File: src/ads_pkg.sv
// Shared constants, types and state layout of the conversion sequencer
`default_nettype none
package ads_pkg;
  // ==========================================================
  // Register offsets (byte addresses)
  localparam logic [7:0] OFS_MODE0 = 8'h00;
  localparam logic [7:0] OFS_MODE1 = 8'h04;
  localparam logic [7:0] OFS_IRQ_STAT = 8'h08;
  localparam logic [7:0] OFS_IRQ_MASK = 8'h0C;
  localparam logic [7:0] OFS_RESULT0 = 8'h10;
  localparam logic [7:0] OFS_RESULT_END = 8'h30;
  localparam logic [7:0] MODE_RESET = 8'h00;
  // ==========================================================
  // Field positions
  localparam int M0_ENABLE = 7;
  localparam int M0_STATUS = 6;
  localparam int M0_BUFCNT = 5;
  localparam int M0_SCANSEL = 4;
  localparam int M0_GROUP = 3;
  localparam int M1_EDGE_LSB = 6;
  localparam int M1_TRG_LSB = 4;
  localparam logic [1:0] TRG_SOFT = 2'b00;
  localparam logic [1:0] TRG_TIMER = 2'b01;
  localparam logic [1:0] TRG_EXT = 2'b10;
  localparam int IRQ_DONE = 0;
  localparam int IRQ_ABORT = 1;
  localparam int IRQ_W = 2;
  // ==========================================================
  // Result layout and timing
  localparam int RES_W = 10;
  localparam int RES_PAD = 6;
  localparam logic [9:0] SAR_FIRST = 10'h200;
  localparam logic [3:0] SAR_MSB = 4'h9;
  localparam logic [2:0] FOUR_LAST = 3'h3;
  localparam int CNT_W = 12;
  localparam int CLK_PERIOD_NS = 50;
  localparam int CONV_TIME_NS = 14400;
  localparam int CONV_CYC = CONV_TIME_NS / CLK_PERIOD_NS;
  localparam int BIT_CYC_DEF = CONV_CYC / RES_W;
  // ==========================================================
  // Sequencer states, Gray along idle-wait-convert-store
  typedef enum logic [1:0] {
    ST_IDLE = 2'b00,
    ST_WAIT = 2'b01,
    ST_CONV = 2'b11,
    ST_STORE = 2'b10
  } ads_state_e;
  typedef logic [7:0][RES_W-1:0] ads_result_t;
  typedef struct packed {
    logic [7:0] mode0;
    logic [7:0] mode1;
    logic [IRQ_W-1:0] irqStat;
    logic [IRQ_W-1:0] irqMask;
    logic irq;
    ads_result_t result;
    ads_state_e state;
    logic [RES_W-1:0] approximation_register;
    logic [3:0] bitIdx;
    logic [CNT_W-1:0] bitCnt;
    logic [2:0] seqCnt;
    logic [2:0] resIdx;
    logic [3:0] anaChannel;
    logic wbAck;
    logic [31:0] wbDatO;
    logic [1:0] cmpSync;
    logic [1:0] trgSync;
    logic trgPrev;
  } ads_regs_s;
endpackage : ads_pkg
`default_nettype wire

File: src/ads_conversion_sequencer.sv
// Conversion sequencer of a 10-bit successive-approximation converter
//
// Decided for this implementation: the Wishbone register port and the address map.
`default_nettype none
module ads_conversion_sequencer
  import ads_pkg::*;
#(
  parameter int BIT_CYCLES = BIT_CYC_DEF
) (
  // Clock and reset
  input wire logic clock,
  input wire logic nrst,
  // Wishbone slave
  input wire logic wbCyc,
  input wire logic wbStb,
  input wire logic wbWe,
  input wire logic [7:0] wbAdr,
  input wire logic [3:0] wbSel,
  input wire logic [31:0] wbDatI,
  output logic [31:0] wbDatO,
  output logic wbAck,
  // Analog front end
  input wire logic cmpHigh,
  output logic [3:0] anaChannel,
  output logic [15:0] approxTap,
  output logic convBusy,
  // Trigger sources
  input wire logic timerMatch,
  input wire logic extTrigger,
  // Interrupt
  output logic conversionDoneIrq
);

  // ==========================================================
  // Elaboration check
  // Synchroniser latency needs at least three cycles per bit
  if (BIT_CYCLES < 3 || BIT_CYCLES > (1 << CNT_W)) begin : gBadCycles
    $error("BIT_CYCLES out of range");
  end

  // Limitation: conversion-time bits are stored only; BIT_CYCLES fixes timing
  localparam logic [CNT_W-1:0] BIT_LAST = CNT_W'(BIT_CYCLES - 1);

  // ==========================================================
  // Channel and result routing for one sequence step
  // Returns {channel, result index}
  function automatic logic [6:0] routeStep(input logic [7:0] m, input logic [2:0] s);
    logic [3:0] ch;
    logic [2:0] idx;
    ch = {m[M0_GROUP], m[2:0]};
    idx = m[2:0];
    if (!m[M0_SCANSEL]) begin
      ch = {m[M0_GROUP], s};
      idx = s;
    end else if (m[M0_BUFCNT]) begin
      // half of the bank by channel bit 2
      idx = {m[2], s[1:0]};
    end
    return {ch, idx};
  endfunction : routeStep

  ads_regs_s r;
  ads_regs_s next_r;
  logic wbHit;
  logic wbDone;
  logic modeWr;
  logic isBusy;
  logic rise;
  logic fall;
  logic trigger;
  logic lastStep;
  logic doStart;
  logic [2:0] startSeq;
  logic [6:0] route;
  logic [1:0] trgSrc;
  logic [1:0] edgeSel;
  logic [2:0] resSel;
  logic [7:0] resOfs;

  // ==========================================================
  // Next-state logic
  always_comb begin
    next_r = r;
    doStart = 1'b0;
    startSeq = 3'h0;
    lastStep = 1'b0;
    route = 7'h00;
    wbHit = wbCyc & wbStb;
    // Write and read-clear act on the edge that sees ack high
    wbDone = wbHit & r.wbAck;
    isBusy = (r.state == ST_CONV) || (r.state == ST_STORE);
    trgSrc = r.mode1[M1_TRG_LSB +: 2];
    edgeSel = r.mode1[M1_EDGE_LSB +: 2];
    resOfs = wbAdr - OFS_RESULT0;
    resSel = resOfs[4:2];
    modeWr = wbDone & wbWe & wbSel[0] & ((wbAdr == OFS_MODE0) || (wbAdr == OFS_MODE1));

    // Pin synchronisers; edge logic reads only the second stage
    // A false rise after reset is harmless: reset mode is software trigger
    next_r.cmpSync = {r.cmpSync[0], cmpHigh};
    next_r.trgSync = {r.trgSync[0], extTrigger};
    next_r.trgPrev = r.trgSync[1];
    rise = r.trgSync[1] & ~r.trgPrev;
    fall = ~r.trgSync[1] & r.trgPrev;

    // Trigger selection
    // source field decode; code 11 never fires
    // compare match of the wide timer
    // edge field gates falling and rising
    case (trgSrc)
      TRG_TIMER: trigger = timerMatch;
      TRG_EXT: trigger = (edgeSel[0] & fall) | (edgeSel[1] & rise);
      default: trigger = 1'b0;
    endcase

    // Sequencer
    case (r.state)
      ST_IDLE: begin
        if (r.mode0[M0_ENABLE]) begin
          if (trgSrc == TRG_SOFT) begin
            doStart = 1'b1;
          end else begin
            next_r.state = ST_WAIT;
          end
        end
      end
      ST_WAIT: begin
        // Triggers outside this state are dropped, never queued
        if (!r.mode0[M0_ENABLE]) begin
          next_r.state = ST_IDLE;
        end else if (trigger) begin
          doStart = 1'b1;
        end
      end
      ST_CONV: begin
        next_r.bitCnt = r.bitCnt + 1'b1;
        if (r.bitCnt == BIT_LAST) begin
          next_r.bitCnt = '0;
          // keep trial bit only if input is at or above tap
          if (!r.cmpSync[1]) begin
            next_r.approximation_register[r.bitIdx] = 1'b0;
          end
          if (r.bitIdx == 4'h0) begin
            next_r.state = ST_STORE;
          end else begin
            next_r.bitIdx = r.bitIdx - 1'b1;
            next_r.approximation_register[r.bitIdx - 1'b1] = 1'b1;
          end
        end
      end
      ST_STORE: begin
        // store only once every bit is settled
        next_r.result[r.resIdx] = r.approximation_register;
        // mode decode picks the end of the sequence
        if (!r.mode0[M0_SCANSEL]) begin
          // scan ends at the selected channel
          lastStep = r.seqCnt == r.mode0[2:0];
        end else if (r.mode0[M0_BUFCNT]) begin
          lastStep = r.seqCnt == FOUR_LAST;
        end else begin
          lastStep = 1'b1;
        end
        if (lastStep) begin
          next_r.irqStat[IRQ_DONE] = 1'b1;
          if (trgSrc == TRG_SOFT) begin
            // cleared enable lets a new write restart
            next_r.mode0[M0_ENABLE] = 1'b0;
            next_r.state = ST_IDLE;
          end else begin
            // back to waiting for the next trigger
            next_r.state = ST_WAIT;
          end
        end else begin
          // Next step follows at once, with no idle gap
          doStart = 1'b1;
          startSeq = r.seqCnt + 1'b1;
        end
      end
      default: next_r.state = ST_IDLE;
    endcase

    // Launch one conversion step
    if (doStart) begin
      route = routeStep(r.mode0, startSeq);
      next_r.anaChannel = route[6:3];
      next_r.resIdx = route[2:0];
      next_r.seqCnt = startSeq;
      next_r.approximation_register = SAR_FIRST;
      next_r.bitIdx = SAR_MSB;
      next_r.bitCnt = '0;
      next_r.state = ST_CONV;
    end

    // Register reads; status clear precedes any hardware set
    next_r.wbAck = wbHit & ~r.wbAck;
    next_r.wbDatO = '0;
    if (wbHit && !r.wbAck && !wbWe) begin
      if (wbAdr == OFS_MODE0) begin
        // status bit shows the busy state
        next_r.wbDatO[7:0] = {r.mode0[7], isBusy, r.mode0[5:0]};
      end else if (wbAdr == OFS_MODE1) begin
        next_r.wbDatO[7:0] = r.mode1;
      end else if (wbAdr == OFS_IRQ_STAT) begin
        next_r.wbDatO[IRQ_W-1:0] = r.irqStat;
      end else if (wbAdr == OFS_IRQ_MASK) begin
        next_r.wbDatO[IRQ_W-1:0] = r.irqMask;
      end else if (wbAdr >= OFS_RESULT0 && wbAdr < OFS_RESULT_END && wbAdr[1:0] == 2'b00) begin
        // result left-justified, low six bits zero
        next_r.wbDatO[15:0] = {r.result[resSel], {RES_PAD{1'b0}}};
      end
    end
    if (wbDone && !wbWe && wbAdr == OFS_IRQ_STAT) begin
      // Clear only what the read returned; a set landing after the data
      // was latched would otherwise be lost unseen
      next_r.irqStat = r.irqStat & ~r.wbDatO[IRQ_W-1:0];
      if (r.state == ST_STORE && lastStep) begin
        next_r.irqStat[IRQ_DONE] = 1'b1;
      end
    end

    // Register writes; mode writes also abort the sequence
    // Writes land on the edge that samples ack high
    if (wbDone && wbWe && wbSel[0]) begin
      if (wbAdr == OFS_MODE0) begin
        next_r.mode0 = {wbDatI[7], 1'b0, wbDatI[5:0]};
      end else if (wbAdr == OFS_MODE1) begin
        next_r.mode1 = wbDatI[7:0];
      end else if (wbAdr == OFS_IRQ_MASK) begin
        next_r.irqMask = wbDatI[IRQ_W-1:0];
      end
    end
    if (modeWr) begin
      // drop the running conversion and its result
      next_r.result = r.result;
      // An abandoned last step neither flags done nor drops the enable
      next_r.irqStat[IRQ_DONE] = r.irqStat[IRQ_DONE];
      if (wbAdr == OFS_MODE1) begin
        next_r.mode0 = r.mode0;
      end
      next_r.state = ST_IDLE;
      if (isBusy) begin
        next_r.irqStat[IRQ_ABORT] = 1'b1;
      end
    end

    // Level interrupt registered from the next status
    next_r.irq = |(next_r.irqStat & next_r.irqMask);
  end

  // ==========================================================
  // State register
  always_ff @(posedge clock or negedge nrst) begin
    if (!nrst) begin
      // Mode registers take their reset value; everything else clears
      r <= '0;
      r.mode0 <= MODE_RESET;
      r.mode1 <= MODE_RESET;
      r.state <= ST_IDLE;
    end else begin
      r <= next_r;
    end
  end

  // ==========================================================
  // Outputs straight from the state register
  // Read data and ack stand for one cycle only
  assign wbDatO = r.wbDatO;
  assign wbAck = r.wbAck;
  assign anaChannel = r.anaChannel;
  // approximation value left-justified on the tap bus
  assign approxTap = {r.approximation_register, {RES_PAD{1'b0}}};
  // Gray coding puts both busy states in the upper state bit
  assign convBusy = r.state[1];
  assign conversionDoneIrq = r.irq;

endmodule : ads_conversion_sequencer
`default_nettype wire

File: config.mk
export PLATFORM = sky130hd
export DESIGN_NAME = ads_conversion_sequencer
export DESIGN_NICKNAME = d
export VERILOG_FILES = /design/src/ads_pkg.sv /design/src/ads_conversion_sequencer.sv
export SDC_FILE = /design/constraint.sdc
export NUM_CORES = 1
export LEC_CHECK = 0
export ABC_AREA = 1
export ABC_CLOCK_PERIOD_IN_PS = 1870
export BUFFER_PORTS_ARGS = -buffer_cell sky130_fd_sc_hd__buf_2
export CAP_MARGIN = 15
export CORE_MARGIN = 3
export CORE_UTILIZATION = 35
export CTS_CLUSTER_DIAMETER = 50
export DETAILED_ROUTE_END_ITERATION = 10
export GPL_ROUTABILITY_DRIVEN = 0
export GPL_TIMING_DRIVEN = 0
export PLACE_DENSITY = 0.55
export SYNTH_ARGS = -nofsm -noshare
export SYNTH_HDL_FRONTEND = slang
export SYNTH_SLANG_ARGS = --single-unit
export TNS_END_PERCENT = 30
File: constraint.sdc
create_clock -name clock -period 1.87 [get_ports clock]
set_clock_uncertainty 0.05 [all_clocks]
set_input_delay 0 -clock clock [delete_from_list [all_inputs] [get_ports clock]]
set_output_delay 0 -clock clock [all_outputs]
set_load 0.02 [all_outputs]
==> impl_metrics.tcl <==
set metrics [dict create \
    drt_wl_total_um 19400 \
    power_density_nw_per_um2 1080 \
    hold_path_class "input pin to register" \
    rrSetupSlack_ns 0.10 \
    avgSynthCellArea_um2 8.46 \
    grt_pass1_wl_um 31900 \
    yosysUniqueCellTypes 42 \
    final_max_slew_viol_count 0 \
    critPathKind "input pin to register" \
    hold_viol 0 \
    wl_per_cell_um 14.8 \
    period_needed_ns 1.78 \
    synth-seq-area-share_pct 52.0 \
    tritoncts "yes" \
    synthArstFlopShare_pct 100 \
    synth_seq_cells 159 \
    fillCellCount 2180 \
    p_leak_nw 4.63 \
    die_w_um 154 \
    grt-ovfl-total 0 \
    ff2ff_path_depth 9 \
    die_h_um 154 \
    synth-edff-count 0 \
    setup_viol 0 \
    grt_pass1_vias 6123 \
    status "completed" \
    fin_tns_setup_ns 0 \
    min_to "wbDatO[14]" \
    vias 6290 \
    critPathArrivalTime_ns 2.05 \
    area.growth.synth_to_final_pct 23.1 \
    final_core_util_pct 44.4 \
    dp_hpwl_um 13700 \
    r2r_start "r[46]" \
    nNetsFinal 1085 \
    path_clk_slew_ns 0.07 \
    die_area_um2 23700 \
    layout-drive-gt1-share_pct 20.4 \
    coreArea_um2 21200 \
    yosysWarningCount 0 \
    slew_headroom_pct 61.6 \
    hp-start "wbAdr[4]" \
    crit_path_start_kind "input pin" \
    htreeDepth 4 \
    r2r_end "r[62]" \
    clock.fmax_ghz 0.560 \
    via_per_inst 4.78 \
    io_pins 107 \
    clock_sinks 159 \
    yosysTopAreaCellShare_pct 52.0 \
    drc 0 \
    synth_largest_area_cell "dfrtp_1" \
    clockBufferDepth 2 \
    ff_latch_area_um2 3980 \
    num_antenna_cells 0 \
    port_buffers 55 \
    path_max_fanout 4 \
    grt_antenna_before_repair 0 \
    grt_use_total_pct 16.7 \
    synth.area.top_cells "dfrtp_1, nand2_1, o21ai_0, buf_4, inv_1" \
    required_ns 2.14 \
    detail_route.first_pass.iterations 5 \
    cts-root-buf "clkbuf_16" \
    crit_path_start "wbAdr[5]" \
    worst_pin_slew_ns 0.573 \
    netlist_instances 904 \
    rsz0062_at_grt "yes" \
    initial_core_util_pct 36.0 \
    rows 53 \
    fin_crit_sh_pct 95.4 \
    max_cap_violations 0 \
    irDropWorstVdd_mv 0.583 \
    whs_path_depth 5 \
    clk_latency_ns 0.42 \
    drt-initial-drc-count 283 \
    ys.flop_type "dfrtp_1" \
    syn_area_um2 7650 \
    multi_input_area_um2 2990 \
    grt_max_degree 95 \
    endpoint_kind "register" \
    ant_nets 0 \
    numCtsBuffers 17 \
]
## synth_stat cells (3+ instances only)
cell / instances
nand3_1: 27
clkbuf_1: 6
o22ai_1: 34
nor4_1: 3
buf_4: 55
dfrtp_1: 159
nor3_1: 6
nand3b_1: 5
o21ai_1: 30
and3_1: 4
xor2_1: 7
o211ai_1: 7
nand2_2: 4
nand4_1: 16
buf_2: 15
o21ai_0: 113
nor2_1: 49
o21a_1: 3
inv_1: 72
nand2_1: 239
ha_1: 6
a21oi_1: 13
clkbuf_2: 7
## worst max-delay path by stage
stage | to | slack (ns) | cells past startpoint
global route | approxTap[10] | -0.06 | 11
floorplan | r[62] | 0.04 | 9
global placement | next_r[4] | -1.82 | 1
detailed placement | r[43] | -0.26 | 8
finish | conversionDoneIrq | 0.09 | 11
CTS | r[131] | 0.006 | 7
## final cells by class
type | instances | share of cell area, %
buffer | 84 | 6.30
clock buffer | 18 | 4.66
clock inverter | 14 | 2.42
inverter | 75 | 3.08
multi-input combinational | 608 | 31.8
sequential | 159 | 42.3
tap | 275 | 3.65
timing repair buffer | 82 | 5.82
## layout by cell type, fill, tap and decap left out, drive strengths merged, types with 16 or more instances in the layout
cell         netlist  layout
buf               71     138
clkbuf            13      30
conb               1      22
dfrtp            159     159
dlygate4sd3        0      16
inv               74      79
nand2            243     243
nand3             29      29
nand4             17      17
nor2              53      54
o21ai            143     143
o22ai             34      34
## power breakdown
| part | internal [mW] | switching [mW] | total [mW] |
|---|---|---|---|
| registers | 3.91 | 0.368 | 4.28 |
| logic | 0.756 | 1.16 | 1.92 |
| clock network | 2.44 | 1.50 | 3.93 |
## timing repair
| action | in CTS | in global routing |
|---|---|---|
| gates resized for setup | 6 | 41 |
| pin swaps | 1 | 7 |
| endpoints found under the setup margin | 36 | 125 |
| hold buffers | 16 | 0 |
| cloned | 0 | 2 |
| hold endpoints to repair | 88 | 0 |
| buffers inserted | 1 | 8 |
## per-layer routing
layer | part of all wire, % | track usage [%] | vias to the layer above
li1 | - | - | 3175
met1 | 47 | 23.4 | 2999
met2 | 48 | 26.5 | 108
met3 | 4.1 | 3.72 | 8
met4 | 0.51 | 4.04 | 0
met5 | 0 | 0 | -
## registers in the layout, summed over array words and instances, names as in the netlist
| signal | cells |
|---|---|
| wbDatO | 16 |
| edgeSel | 2 |
| conversionDoneIrq | 1 |
| r | 121 |
| approxTap | 10 |
| anaChannel | 4 |
| convBusy | 1 |
| next_r | 3 |
| wbAck | 1 |
## metrics by stage
step	cell area [um^2]	power, mW	hold WS (ns)	cells	setup slack (ns)
CTS	9240	10.1	0.0113	1305	0.00557
global route	9420	10.7	0.0631	1315	-0.0552
detailed placement	8390	6.12	-0.0545	1256	-0.257
finish	9420	10.1	0.0123	1315	0.0852
floorplan	7730	5.54	-0.346	925	0.0423
global placement	8350	6.08	0.0575	1255	-1.82
## worst max-delay path, cell delays in order
cell           delay, ns
dlygate4sd3_1       0.54
buf_2               0.13
nor2_1              0.10
nand2_2             0.10
dlygate4sd3_1       0.61
nor3_4              0.18
nand4_1             0.13
nand2_1             0.08
nand2_1             0.06
nand2_1             0.07
nand2_1             0.05
## logic make-up after synthesis
logic type | share of synthesized area (%)
other | 0.0490
and+or+nand+nor | 20.4
xor gates and xnor gates | 0.916
AOI/OAI and AO/OA | 14.6
adders and majority gates | 0.981
buffers and inverters | 11.0
muxes | 0.147
DFF | 52.0
Power figures use the tool's default switching activity.
